[src/apsc_pkg.sv]
package apsc_pkg;
   // power modes
   typedef enum logic [1:0] {
      APSC_PWR_LOW = 2'b00,
      APSC_PWR_HALF = 2'b01,
      APSC_PWR_FULL = 2'b10
   } apsc_power_type;

   // sequencer states of the serial control port
   typedef enum logic [1:0] {
      APSC_SP_BLOCKED = 2'b00,
      APSC_SP_IDLE = 2'b01,
      APSC_SP_SHIFT = 2'b10
   } apsc_spi_state_type;

   localparam int unsigned APSC_CHANNELS = 8;
   localparam int unsigned APSC_BANK = 4;
   localparam int unsigned APSC_HDR_BITS = 8;
   localparam int unsigned APSC_RES_BITS = 16;
   localparam int unsigned APSC_WORD_BITS = 24;
   localparam int unsigned APSC_FRAME_BITS = 16;
   localparam int unsigned APSC_RW_BIT = 15;
   localparam int unsigned APSC_ADDR_HI = 14;
   localparam int unsigned APSC_ADDR_LO = 8;
   localparam int unsigned APSC_HDR_ERR_BIT = 7;
   localparam int unsigned APSC_HDR_UNSETTLED_BIT = 6;
   localparam int unsigned APSC_HDR_FILTER_BIT = 5;
   localparam int unsigned APSC_HDR_SAT_BIT = 4;
   localparam logic [3:0] APSC_ONESHOT_FIRST = 4'h0_00C;
   localparam logic [3:0] APSC_CODE_C = 4'h0_00C;
   localparam logic [3:0] APSC_CODE_D = 4'h0_00D;
   localparam logic [3:0] APSC_CODE_E = 4'h0_00E;
   localparam logic [5:0] APSC_MOD_DIV_FULL = 6'h0_004;
   localparam logic [5:0] APSC_MOD_DIV_HALF = 6'h0_008;
   localparam logic [5:0] APSC_MOD_DIV_LOW = 6'h0_020;
   localparam logic [1:0] APSC_DATA_SHIFT_CLOCK_DIV1 = 2'h0_000;
   localparam logic [1:0] APSC_DATA_SHIFT_CLOCK_DIV2 = 2'h0_001;
   localparam logic [10:0] APSC_DEC_32 = 11'h0_020;
   localparam logic [10:0] APSC_DEC_64 = 11'h0_040;
   localparam logic [10:0] APSC_DEC_128 = 11'h0_080;
   localparam logic [10:0] APSC_DEC_1024 = 11'h0_400;
   // start-up time that blocks serial access after reset
   localparam int unsigned APSC_STARTUP_US = 100;
   localparam int unsigned APSC_CLK_MHZ = 100;
   localparam int unsigned APSC_STARTUP_CYC = APSC_STARTUP_US * APSC_CLK_MHZ;
   localparam logic [15:0] APSC_ZERO16 = 16'h0000;
endpackage : apsc_pkg

[src/apsc_spi_shifter.sv]
`timescale 1ns/10ps
// 16-bit mode-0 shifter, sampled on the system clock
module apsc_spi_shifter #(
   parameter int unsigned BITS = 16
) (
   input wire logic clk,
   input wire logic arst_n,
   input wire logic enable,
   input wire logic sclkRise,
   input wire logic sclkFall,
   input wire logic csFall,
   input wire logic csActive,
   input wire logic sdi,
   input wire logic [BITS-1:0] txWord,
   output logic sdo,
   output logic [BITS-1:0] rxWord,
   output logic rxDone
);
   logic [BITS-1:0] shiftIn_r;
   logic [BITS-1:0] shiftOut_r;
   logic [$clog2(BITS+1)-1:0] count_r;

   // =========================================================
   // receive: capture on rising sclk
   always_ff @(posedge clk or negedge arst_n)
   begin
      if (!arst_n)
      begin
         shiftIn_r <= '0;
         count_r <= '0;
         rxDone <= 1'b0;
         rxWord <= '0;
      end
      else
      begin
         rxDone <= 1'b0;
         if (csFall || !csActive)
            count_r <= '0;
         else if (enable && sclkRise)
         begin
            shiftIn_r <= {shiftIn_r[BITS-2:0], sdi};
            if (count_r == ($clog2(BITS+1))'(BITS - 1))
            begin
               rxWord <= {shiftIn_r[BITS-2:0], sdi};
               rxDone <= 1'b1;
               count_r <= '0;
            end
            else
               count_r <= count_r + 1'b1;
         end
      end
   end

   // =========================================================
   // transmit: msb presented at cs fall, next bits on falling sclk
   always_ff @(posedge clk or negedge arst_n)
   begin
      if (!arst_n)
      begin
         shiftOut_r <= '0;
         sdo <= 1'b0;
      end
      else if (csFall)
      begin
         shiftOut_r <= {txWord[BITS-2:0], 1'b0};
         sdo <= txWord[BITS-1];
      end
      else if (csActive && sclkFall)
      begin
         sdo <= shiftOut_r[BITS-1];
         shiftOut_r <= {shiftOut_r[BITS-2:0], 1'b0};
      end
   end
endmodule : apsc_spi_shifter

[src/apsc_strap_config.sv]
// Design decisions made here: the placing of the registers and the plain strobed port.
`timescale 1ns/10ps
// What this block does
// - four straps decode sixteen common settings
// - codes 0-B standard, power, clock divider
// - codes C-F one-shot fixed settings
// - power mode sets modulator clock division
// - modulator clock divides 4, 8, 32
// - errors reported in every non-standby channel header
// - error sources set header bit seven
// - header carries unsettled, filter, saturation flags
// - channel word is header plus result
// - bank straps place channel groups in standby
// - standby channels output zero words
// - channel 0 standby disables common mode
// - channel 4 standby disables crystal drive
// - serial port uses spi mode zero
// - select pin high enables 16-bit port
// - serial port independent of conversion clocks
// - serial access ignored during start-up
// - filter strap selects sinc5 or wideband
// - decimation straps select 32,64,128,1024
// - frame has read flag and address
module apsc_strap_config #(
   parameter int unsigned STARTUP_CYCLES = apsc_pkg::APSC_STARTUP_CYC,
   parameter int unsigned CHANNELS = apsc_pkg::APSC_CHANNELS
) (
   input wire logic clk,
   input wire logic arst_n,
   input wire logic [3:0] operatingCodeStraps,
   input wire logic lowBankStandbyStrap,
   input wire logic highBankStandbyStrap,
   input wire logic filterStrap,
   input wire logic [1:0] decimationStraps,
   input wire logic syncPulse,
   input wire logic ctrlSourceSelect,
   input wire logic checksumError,
   input wire logic memoryFlipError,
   input wire logic clockMissing,
   input wire logic [CHANNELS-1:0] filterUnsettled,
   input wire logic [CHANNELS-1:0] filterSaturated,
   input wire logic [CHANNELS*16-1:0] convResults,
   input wire logic frameStart,
   input wire logic spiClk,
   input wire logic spiCs_n,
   input wire logic spiDataIn,
   input wire logic [15:0] spiReadData,
   output logic spiDataOut,
   output logic spiDataOutEn,
   output logic spiCmdValid,
   output logic spiCmdRead,
   output logic [6:0] spiCmdAddr,
   output logic [7:0] spiCmdData,
   output logic [1:0] powerMode,
   output logic oneShot,
   output logic [5:0] modulatorDivide,
   output logic [3:0] dataClockDivider,
   output logic modulatorClockEn,
   output logic dataShiftClockEn,
   output logic sinc5Selected,
   output logic [10:0] decimationRatio,
   output logic [CHANNELS-1:0] channelStandby,
   output logic commonModeEnable,
   output logic crystalEnable,
   output logic [CHANNELS*24-1:0] channelWords
);
   // =========================================================
   // two-flop synchronisers for all pin inputs
   logic [13:0] pinMeta_r;
   logic [13:0] pinSync_r;
   logic [13:0] pinRaw;
   assign pinRaw = {operatingCodeStraps, lowBankStandbyStrap, highBankStandbyStrap,
                    filterStrap, decimationStraps, syncPulse, ctrlSourceSelect,
                    spiClk, spiCs_n, spiDataIn};
   always_ff @(posedge clk or negedge arst_n)
   begin
      if (!arst_n)
      begin
         pinMeta_r <= 14'h0_002; // idle pins: cs_n high, select and all else low
         pinSync_r <= 14'h0_002;
      end
      else
      begin
         pinMeta_r <= pinRaw;
         pinSync_r <= pinMeta_r;
      end
   end
   logic [3:0] codeS;
   logic st0S;
   logic st1S;
   logic filterS;
   logic [1:0] decS;
   logic syncS;
   logic selS;
   logic sclkS;
   logic csnS;
   logic sdiS;
   assign {codeS, st0S, st1S, filterS, decS, syncS, selS, sclkS, csnS, sdiS} = pinSync_r;

   // =========================================================
   // strap decode: power in [4:3], data_shift_clock in [2:1], one-shot in [0]
   function automatic logic [4:0] decodeCode(input logic [3:0] code);
      logic [4:0] r;
      r = {code[3:2], code[1:0], 1'b0};
      if (code >= apsc_pkg::APSC_ONESHOT_FIRST)
      begin
         case (code)
            apsc_pkg::APSC_CODE_C: r = {apsc_pkg::APSC_PWR_LOW, apsc_pkg::APSC_DATA_SHIFT_CLOCK_DIV1, 1'b1};
            apsc_pkg::APSC_CODE_D: r = {apsc_pkg::APSC_PWR_HALF, apsc_pkg::APSC_DATA_SHIFT_CLOCK_DIV1, 1'b1};
            apsc_pkg::APSC_CODE_E: r = {apsc_pkg::APSC_PWR_FULL, apsc_pkg::APSC_DATA_SHIFT_CLOCK_DIV2, 1'b1};
            default: r = {apsc_pkg::APSC_PWR_FULL, apsc_pkg::APSC_DATA_SHIFT_CLOCK_DIV1, 1'b1};
         endcase
      end
      return r;
   endfunction : decodeCode

   function automatic logic [5:0] modDiv(input logic [1:0] pm);
      case (pm)
         apsc_pkg::APSC_PWR_FULL: modDiv = apsc_pkg::APSC_MOD_DIV_FULL;
         apsc_pkg::APSC_PWR_HALF: modDiv = apsc_pkg::APSC_MOD_DIV_HALF;
         default: modDiv = apsc_pkg::APSC_MOD_DIV_LOW;
      endcase
   endfunction : modDiv

   function automatic logic [10:0] decRatio(input logic [1:0] d);
      case (d)
         2'h0: decRatio = apsc_pkg::APSC_DEC_32;
         2'h1: decRatio = apsc_pkg::APSC_DEC_64;
         2'h2: decRatio = apsc_pkg::APSC_DEC_128;
         default: decRatio = apsc_pkg::APSC_DEC_1024;
      endcase
   endfunction : decRatio

   // =========================================================
   // latch straps, while select is low, once the synchronisers hold real pin values after reset, and at each sync rise
   logic syncDly_r;
   logic [2:0] settle_r;
   logic loadNow;
   logic [4:0] decoded;
   assign decoded = decodeCode(codeS);
   assign loadNow = (settle_r == 3'b011) || (syncS && !syncDly_r);
   always_ff @(posedge clk or negedge arst_n)
   begin
      if (!arst_n)
      begin
         syncDly_r <= 1'b0;
         settle_r <= '0;
         powerMode <= apsc_pkg::APSC_PWR_LOW;
         oneShot <= 1'b0;
         modulatorDivide <= apsc_pkg::APSC_MOD_DIV_LOW;
         dataClockDivider <= 4'h0_001;
         sinc5Selected <= 1'b1;
         decimationRatio <= apsc_pkg::APSC_DEC_1024;
         channelStandby <= '0;
      end
      else
      begin
         syncDly_r <= syncS;
         settle_r <= {settle_r[1:0], 1'b1};
         if (loadNow && !selS)
         begin
            powerMode <= decoded[4:3];
            oneShot <= decoded[0];
            modulatorDivide <= modDiv(decoded[4:3]);
            dataClockDivider <= 4'(4'h0_001 << decoded[2:1]);
            sinc5Selected <= filterS;
            decimationRatio <= decRatio(decS);
            channelStandby <= {{apsc_pkg::APSC_BANK{st1S}}, {apsc_pkg::APSC_BANK{st0S}}};
         end
      end
   end
   assign commonModeEnable = !channelStandby[0];
   assign crystalEnable = !channelStandby[4];

   // =========================================================
   // clock enables: data clock divider ratio only changes at a frame boundary, modulator ratio at once
   logic [5:0] modCnt_r;
   logic [3:0] dclkCnt_r;
   logic [3:0] dclkDivHeld_r;
   always_ff @(posedge clk or negedge arst_n)
   begin
      if (!arst_n)
      begin
         modCnt_r <= '0;
         modulatorClockEn <= 1'b0;
      end
      else if (modCnt_r >= modulatorDivide - 6'h0_001)
      begin
         modCnt_r <= '0;
         modulatorClockEn <= 1'b1;
      end
      else
      begin
         modCnt_r <= modCnt_r + 6'h0_001;
         modulatorClockEn <= 1'b0;
      end
   end
   always_ff @(posedge clk or negedge arst_n)
   begin
      if (!arst_n)
      begin
         dclkCnt_r <= '0;
         dclkDivHeld_r <= 4'h0_001;
         dataShiftClockEn <= 1'b0;
      end
      else
      begin
         if (frameStart)
            dclkDivHeld_r <= dataClockDivider;
         if (dclkCnt_r >= dclkDivHeld_r - 4'h0_001)
         begin
            dclkCnt_r <= '0;
            dataShiftClockEn <= 1'b1;
         end
         else
         begin
            dclkCnt_r <= dclkCnt_r + 4'h0_001;
            dataShiftClockEn <= 1'b0;
         end
      end
   end

   // =========================================================
   // per-channel 24-bit words: header then result, zero in standby
   logic globalError;
   assign globalError = checksumError || memoryFlipError || clockMissing;
   genvar ch;
   generate
      for (ch = 0; ch < CHANNELS; ch++)
      begin : g_word
         logic [7:0] header;
         always_comb
         begin
            header = '0;
            header[apsc_pkg::APSC_HDR_ERR_BIT] = globalError;
            header[apsc_pkg::APSC_HDR_UNSETTLED_BIT] = filterUnsettled[ch];
            header[apsc_pkg::APSC_HDR_FILTER_BIT] = sinc5Selected;
            header[apsc_pkg::APSC_HDR_SAT_BIT] = filterSaturated[ch];
         end
         always_ff @(posedge clk or negedge arst_n)
         begin
            if (!arst_n)
               channelWords[ch*24 +: 24] <= '0;
            else if (channelStandby[ch])
               channelWords[ch*24 +: 24] <= '0;
            else
               channelWords[ch*24 +: 24] <= {header, convResults[ch*16 +: 16]};
         end
      end
   endgenerate

   // =========================================================
   // serial control port, runs only from sampled pins, not the data clocks
   logic sclkDly_r;
   logic csnDly_r;
   logic [$clog2(STARTUP_CYCLES+1)-1:0] startCnt_r;
   logic spiReady;
   logic [15:0] rxWord;
   logic rxDone;
   logic [15:0] respWord_r;
   always_ff @(posedge clk or negedge arst_n)
   begin
      if (!arst_n)
      begin
         sclkDly_r <= 1'b0;
         csnDly_r <= 1'b1;
         startCnt_r <= '0;
      end
      else
      begin
         sclkDly_r <= sclkS;
         csnDly_r <= csnS;
         if (!spiReady)
            startCnt_r <= startCnt_r + 1'b1;
      end
   end
   assign spiReady = (startCnt_r == ($clog2(STARTUP_CYCLES+1))'(STARTUP_CYCLES));

   apsc_spi_shifter #(
      .BITS(apsc_pkg::APSC_FRAME_BITS)
   ) u_shift (
      .clk(clk),
      .arst_n(arst_n),
      .enable(spiReady && selS),
      .sclkRise(sclkS && !sclkDly_r),
      .sclkFall(!sclkS && sclkDly_r),
      .csFall(!csnS && csnDly_r),
      .csActive(!csnS),
      .sdi(sdiS),
      .txWord(respWord_r),
      .sdo(spiDataOut),
      .rxWord(rxWord),
      .rxDone(rxDone)
   );
   assign spiDataOutEn = !csnS && selS;

   // decoded command pulse; response goes out in the next frame
   always_ff @(posedge clk or negedge arst_n)
   begin
      if (!arst_n)
      begin
         spiCmdValid <= 1'b0;
         spiCmdRead <= 1'b0;
         spiCmdAddr <= '0;
         spiCmdData <= '0;
         respWord_r <= apsc_pkg::APSC_ZERO16;
      end
      else
      begin
         spiCmdValid <= rxDone;
         if (rxDone)
         begin
            spiCmdRead <= rxWord[apsc_pkg::APSC_RW_BIT];
            spiCmdAddr <= rxWord[apsc_pkg::APSC_ADDR_HI:apsc_pkg::APSC_ADDR_LO];
            spiCmdData <= rxWord[7:0];
         end
         if (spiCmdValid)
            respWord_r <= spiCmdRead ? spiReadData : apsc_pkg::APSC_ZERO16;
      end
   end
endmodule : apsc_strap_config

[config.mk]
export PLATFORM = sky130hd
export DESIGN_NAME = apsc_strap_config
export DESIGN_NICKNAME = d
export VERILOG_FILES = /design/src/apsc_pkg.sv /design/src/apsc_spi_shifter.sv /design/src/apsc_strap_config.sv
export SDC_FILE = /design/constraint.sdc
export NUM_CORES = 1
export LEC_CHECK = 0
export BUFFER_PORTS_ARGS = -buffer_cell sky130_fd_sc_hd__buf_2
export CAP_MARGIN = 25
export CORE_AREA = 2 2 167 169
export DETAILED_ROUTE_END_ITERATION = 12
export DIE_AREA = 0 0 169 171
export PLACE_DENSITY = 0.75
export SYNTH_ARGS = -nofsm -noshare
export SYNTH_HDL_FRONTEND = slang
export SYNTH_HIERARCHICAL = 1
export SYNTH_SLANG_ARGS = --single-unit
[constraint.sdc]
create_clock -name clk -period 5.2 [get_ports clk]
set_input_delay 0.26 -clock clk [delete_from_list [all_inputs] [get_ports clk]]
set_output_delay 0.26 -clock clk [all_outputs]
set_load 0.02 [all_outputs]
# ---- Word-level counts from Yosys, hierarchy flattened
# Cells that the tools add are included.
dict set report totals {
  regBits 373
  in_bits 180
  out_inout_bits 248
  word_cells 111
}
dict set report op_classes {
  n_addsub 6
  magnitude_cmp 3
  n_eq_ne 10
  shifts 1
  n_mux 27
  n_bitwise 1
  n_reduce_logical 25
}
# op n
set op_table {}
lappend op_table {{24-bit 2-to-1 mux} 8}
lappend op_table {{16-bit 2-to-1 mux} 3}
lappend op_table {{11-bit case mux with 3 select lines} 1}
lappend op_table {{5-bit 2-to-1 mux} 4}
lappend op_table {{5-bit case mux with 3 select lines} 1}
lappend op_table {{14-bit by 1-bit adder with 14-bit output, second input constant} 1}
lappend op_table {{14-bit equality test, second input constant} 1}
lappend op_table {{4-bit equality test, second input constant} 3}
lappend op_table {{6-bit case mux with 2 select lines} 1}
lappend op_table {{1-bit logical AND} 9}
lappend op_table {{1-bit logical NOT} 7}
lappend op_table {{1-bit 2-to-1 mux} 7}
lappend op_table {{6-bit by 1-bit adder with 6-bit output, second input constant} 1}
lappend op_table {{6-bit greater-or-equal comparator} 1}
lappend op_table {{6-bit 2-to-1 mux} 1}
lappend op_table {{6-bit by 1-bit subtractor with 6-bit output, second input constant} 1}
lappend op_table {{5-bit by 1-bit adder with 5-bit output, second input constant} 1}
lappend op_table {{5-bit by 4-bit equality test with 1-bit output, second input constant} 1}
lappend op_table {{4-bit by 1-bit adder with 4-bit output, second input constant} 1}
lappend op_table {{2-bit by 1-bit equality test with 1-bit output, second input constant} 2}
lappend op_table {{2-bit equality test, second input constant} 2}
lappend op_table {{4-bit greater-or-equal comparator} 1}
lappend op_table {{4-bit greater-or-equal comparator, second input constant} 1}
lappend op_table {{1-bit logical OR} 4}
lappend op_table {{9 further kinds} 10}

# ---- Longest topological paths before layout
dict set report logic_depth {
  depth_word 5
  depth_mapped 9
  depth_no_buf 8
}

# ---- Hierarchy
# Netlist, hierarchy kept.
# mod instances cells_each area_each_um2 seq_area_each_um2
set modules_own_cells {}
lappend modules_own_cells {apsc_strap_config 1 714 9665.5 6566.3}
lappend modules_own_cells {apsc_spi_shifter 1 162 2225.9 1326.3}

# ---- Worst setup path after synthesis
# OpenSTA, ideal clock, no wires.
dict set report synth_timing {
  path_type {register to register}
  start {reg startCnt_r[0]}
  end {reg u_shift.rxWord[10]}
  setup_time_ps 125
  t_arrival_ps 2056
  t_required_ps 5075
  slack_ps 3019
  path_stages_with_launch 10
  path_buffers 1
  period_less_slack_ps 2181
  cell_sequence {dfrtp_1 inv_1 ha_1 nand2_1 and4b_4 and2_1 nand4b_4 nor2_8 buf_12 mux2_4}
}
dict set report synth_between {
  elab_chain_cells 4
}
# item line
set synth_rtl {}
lappend synth_rtl {{start, declared} apsc_strap_config.sv:256} ;# logic [$clog2(STARTUP_CYCLES+1)-1:0] startCnt_r;
lappend synth_rtl {{start signal, assigned} apsc_strap_config.sv:274} ;# startCnt_r <= startCnt_r + 1'b1;
lappend synth_rtl {{14-bit equality test} apsc_strap_config.sv:277} ;# assign spiReady = (startCnt_r == ($clog2(STARTUP_CYCLES+1))'(STARTUP_CYCLES));
lappend synth_rtl {{1-bit logical AND} apsc_strap_config.sv:284} ;# .enable(spiReady && selS),
lappend synth_rtl {{1-bit logical AND} apsc_spi_shifter.sv:39} ;# else if (enable && sclkRise)
lappend synth_rtl {{3-bit AND reduction (no source line)} n/a}
lappend synth_rtl {{end signal, assigned} apsc_spi_shifter.sv:44} ;# rxWord <= {shiftIn_r[BITS-2:0], sdi};
lappend synth_rtl {{end, declared} apsc_spi_shifter.sv:16} ;# output logic [BITS-1:0] rxWord,
# No other way between the ends.
# A chain may end at the register's enable or synchronous reset.

# ---- Final worst setup path
dict set report layout_timing {
  start {reg startCnt_r[3]}
  end {reg u_shift.rxWord[1]}
}
# Same word-level chain as after synthesis.

==> reports/summary.log <==
qor: sta.post-route-min-period 2.59 ns
qor: synth.synth-seq-cells 315
qor: cts.ctsResizeCount 0
qor: worst_setup_path.crit_family simple AND/OR/NAND/NOR gates
qor: die.fp-row-count 61
qor: power.p_comb_frac 0.186
qor: sta.grt_setup_unrepaired no
qor: cts.post-cts-setup-buffers 0
qor: run.max_cap_violations 0
qor: worst_setup_path.worst-setup-path-type flop to flop
qor: power.power 6.72 mW
qor: synth.syn-instance-count 876
qor: drt.drt-pass1-iter-count 4
qor: layout.design.final.nets 1601
qor: synth.synthTopCellsByArea sky130_fd_sc_hd__dfrtp_1, sky130_fd_sc_hd__nor2b_1, sky130_fd_sc_hd__mux2_2
qor: sta.hold_ws 0.00757 ns
qor: placement.place_hpwl 20800 µm
qor: worst_setup_path.cp_num_buf_inv 0
qor: worst_setup_path.crit_path_end_kind flop
qor: min_path.worstHoldPathType input pin to flop
qor: worst_setup_path.cpMaxStageDelayCell sky130_fd_sc_hd__dfrtp_1
qor: sta.clock_skew 0.0164 ns
qor: synth.synth_top_area_share 0.646
qor: cts.ctsHoldBuffers 147
qor: worst_setup_path.kind_of_start_point_of_the_critical_path flop
qor: power.seqPwrFrac 0.424
qor: worst_setup_path.required 5.58 ns
qor: sta.report.final.slew_viol_count 0
qor: global_route.globalRouteTotalUtil 0.221
qor: global_route.grt_overflow 0
qor: synth.synthArstFlopShare 1.00
qor: sta.min_period_over_period 0.497
qor: global_route.number_of_antenna_violations_at_the_first_check_in_global_routing 4
qor: die.floorplan.initialDensity 0.435
qor: synth.synth.yosys.warnings 6
qor: worst_setup_path.critical-path-max-stage-delay 0.44 ns
qor: die.die_y 171 µm
qor: cts.cts-root-to-sink-buffers 3
qor: drt.avgViaCountPerCell 4.65
qor: sta.tightest_slew 0.892 ns
qor: synth.synthesis.area 0.0119 mm²
qor: run_status.run_status complete, no violations
qor: placement.finalWeightedCongestion 0.856
qor: placement.io_buffers 385
qor: power.power.share.clock 0.389
qor: power.vdd_drop_max 0.375 mV
qor: power.power.share.switching 0.281
qor: worst_setup_path.critical_path_peak_fanout 17
qor: cts.clk-insertion-delay-late 0.50 ns
qor: cts.clkSlewWorstSetupHoldPaths 0.05 ns
qor: layout.fill_cells 2093
qor: worst_setup_path.cell_breakdown_of_the_critical_path nor4_1, and4b_4, and2_1, nand4b_4, nor2_8, mux2_2
qor: sta.slew_headroom 0.405
qor: power.power_leakage 8.67 nW
qor: sta.hold_violations 0
qor: drt.drcViolationCount 0
qor: synth.synth_cell_type_count 46
qor: power.cell_internal_pwr 4.83 mW
qor: layout.drive_gt1_frac 0.373
qor: cts.cts_tree done
qor: die.die_w 169 µm
qor: synth.seq_total_area_yosys 0.664
qor: synth.most_used_dff_post_synth sky130_fd_sc_hd__dfrtp_1
qor: global_route.number_of_global_route_vias_before_repair 8993
qor: global_route.wire_length_of_the_first_global_routing_pass 48900 µm
qor: cts.cts_inserted_buffers 35
qor: cts.clock_sinks 315
qor: global_route.grt_max_degree 173
qor: die.die-area 0.0289 mm²
qor: layout.layout-area-overhead-vs-synth 39.8%
qor: synth.post_synth_edffs 0
qor: drt.wirelength 32500 µm
qor: placement.dp_worst_setup_slack 2.63 ns
qor: sta.setup-tns-final 0 ns
qor: die.io-pin-count 428
qor: power.net-switching-power 1.89 mW
qor: sta.max_freq 387 MHz
qor: drt.avgRoutedWirePerCell 18.3 µm
qor: worst_setup_path.cp_data_arrival_time 2.96 ns
qor: power.power_per_cell_area 404 mW/mm²
qor: synth.post-synth-top-area-cell sky130_fd_sc_hd__dfrtp_1
qor: drt.antenna_left 0
qor: sta.post-route-worst-setup-slack 2.61 ns
qor: sta.setup_viol_count_final 0
qor: drt.routed_vias 8256
qor: cts.ctsRootBufferMaster sky130_fd_sc_hd__clkbuf_16
qor: synth.syn-mean-instance-area 13.6 µm²
qor: die.coreArea 0.0273 mm²
qor: drt.drt-initial-drc-count 386
qor: cts.h_tree_level_count 2
cell usage in the layout (no fill, tap or decap), drive strengths merged, types with 2 or more instances in the layout:
| cell | synthesis | routed |
|---|---|---|
| dfstp | 8 | 8 |
| nor3b | 2 | 2 |
| and4 | 3 | 3 |
| conb | 2 | 43 |
| a311oi | 4 | 4 |
| mux2 | 66 | 66 |
| nand2 | 31 | 31 |
| clkbuf | 24 | 50 |
| nor2 | 11 | 11 |
| xor2 | 4 | 4 |
| and3 | 3 | 3 |
| nand2b | 5 | 5 |
| nor2b | 152 | 152 |
| nand4 | 7 | 7 |
| diode | 0 | 3 |
| mux2i | 16 | 16 |
| inv | 36 | 36 |
| dfrtp | 307 | 307 |
| and2 | 2 | 2 |
| bufinv | 0 | 5 |
| xnor2 | 17 | 17 |
| or3 | 2 | 2 |
| o21ai | 39 | 39 |
| a21o | 2 | 2 |
| ha | 17 | 17 |
| a21oi | 7 | 7 |
| buf | 68 | 391 |
| clkinvlp | 0 | 2 |
| nand3 | 26 | 26 |
| nand4b | 3 | 3 |
| dlygate4sd3 | 0 | 151 |
| clkinv | 0 | 4 |
| nor3 | 3 | 3 |
routing by layer:
layer / part of all wire / global-route usage / wire length, µm
met5: 0 / 0 / 0
met4: 0.024 / 0.0695 / 784
met3: 0.089 / 0.0935 / 2880
met2: 0.50 / 0.375 / 16400
met1: 0.38 / 0.256 / 12500
state kept, by name, indices dropped and copies added (netlist names), 3 cells and up:
name and count:
startCnt_r 14, u_shift/shiftIn_r 15, respWord_r 16, settle_r 3
dclkDivHeld_r 4, modCnt_r 6, dclkCnt_r 4, u_shift/shiftOut_r 15
spiCmdAddr 7, pinMeta_r 14, channelWords 148, modulatorDivide 3
dataClockDivider 4, u_shift/rxWord 16, decimationRatio 4, u_shift/count_r 5
spiCmdData 8, pinSync_r 14
cells in the mapped netlist (4+ instances only):
| library cell | instances |
|---|---|
| sky130_fd_sc_hd__a21oi_1 | 6 |
| sky130_fd_sc_hd__a311oi_1 | 4 |
| sky130_fd_sc_hd__buf_2 | 4 |
| sky130_fd_sc_hd__buf_4 | 62 |
| sky130_fd_sc_hd__clkbuf_1 | 22 |
| sky130_fd_sc_hd__dfrtp_1 | 307 |
| sky130_fd_sc_hd__dfstp_2 | 8 |
| sky130_fd_sc_hd__ha_1 | 17 |
| sky130_fd_sc_hd__inv_1 | 36 |
| sky130_fd_sc_hd__mux2_2 | 47 |
| sky130_fd_sc_hd__mux2_4 | 19 |
| sky130_fd_sc_hd__mux2i_1 | 16 |
| sky130_fd_sc_hd__nand2_1 | 30 |
| sky130_fd_sc_hd__nand2b_1 | 5 |
| sky130_fd_sc_hd__nand3_1 | 26 |
| sky130_fd_sc_hd__nand4_1 | 7 |
| sky130_fd_sc_hd__nor2_1 | 10 |
| sky130_fd_sc_hd__nor2b_1 | 152 |
| sky130_fd_sc_hd__o21ai_0 | 39 |
| sky130_fd_sc_hd__xnor2_1 | 17 |
| sky130_fd_sc_hd__xor2_1 | 4 |
logic make-up (layout without fill, tap and decap cells):
family,count (synthesis),in the layout,share of synthesized area
AO/OA/AOI/OAI,55,55,0.0265
flip-flops,315,315,0.664
buffers and inverters,128,639,0.0633
XOR/XNOR,21,21,0.0155
multiplexers,82,82,0.0820
AND/OR/NAND/NOR,256,256,0.130
adder cells (fa/ha/maj),17,17,0.0179
other,2,46,0.000632
worst paths after layout:
path / endpoint / cells after the start / slack, ns / from
worst max-delay path: u_shift/rxWord[1]$_DFFE_PN0P_ / 6 / 2.61 / startCnt_r[3]$_DFFE_PN0P_
worst min-delay path: channelWords[150]$_DFF_PN0_ / 2 / 0.008 / convResults[102]
worst max register to register: u_shift/rxWord[1]$_DFFE_PN0P_ / 6 / 2.61 / startCnt_r[3]$_DFFE_PN0P_
worst min register to register: pinSync_r[4]$_DFF_PN0_ / 0 / 0.35 / pinMeta_r[4]$_DFF_PN0_
max in group asynchronous: channelWords[132]$_DFF_PN0_ / 3 / 3.68 / arst_n
min in group asynchronous: channelWords[164]$_DFF_PN0_ / 2 / 0.28 / arst_n
final cells by class:
type,count,area (µm²),area share
antenna,3,7.51,0.000452
clock buffer,50,1040,0.0628
clock inverter,11,185,0.0111
inverter,36,135,0.00813
multi-input combinational,474,3400,0.204
sequential,315,7900,0.475
tap,346,433,0.0260
timing repair buffer,542,3530,0.212
through the flow:
| stage | area [µm²] | util | instances |
|---|---|---|---|
| 2_1_floorplan | 12000 | - | 917 |
| 3_3_place_gp | 13800 | 0.507 | 1561 |
| 3_5_place_dp | 13800 | 0.507 | 1561 |
| 4_1_cts | 16600 | 0.606 | 1769 |
| 5_1_grt | 16600 | 0.608 | 1777 |
| 6_report | 16600 | 0.608 | 1777 |
power by group through the flow:
stage / registers (mW) / logic, mW / clock network [mW]
floorplan: 3.08 / 0.535 / 0
global placement: 2.88 / 1.12 / 0
detailed placement: 2.88 / 1.15 / 0
CTS: 2.85 / 1.25 / 2.66
global route: 2.88 / 1.37 / 2.77
finish: 2.85 / 1.25 / 2.62
(Power assumes the default switching activity.)
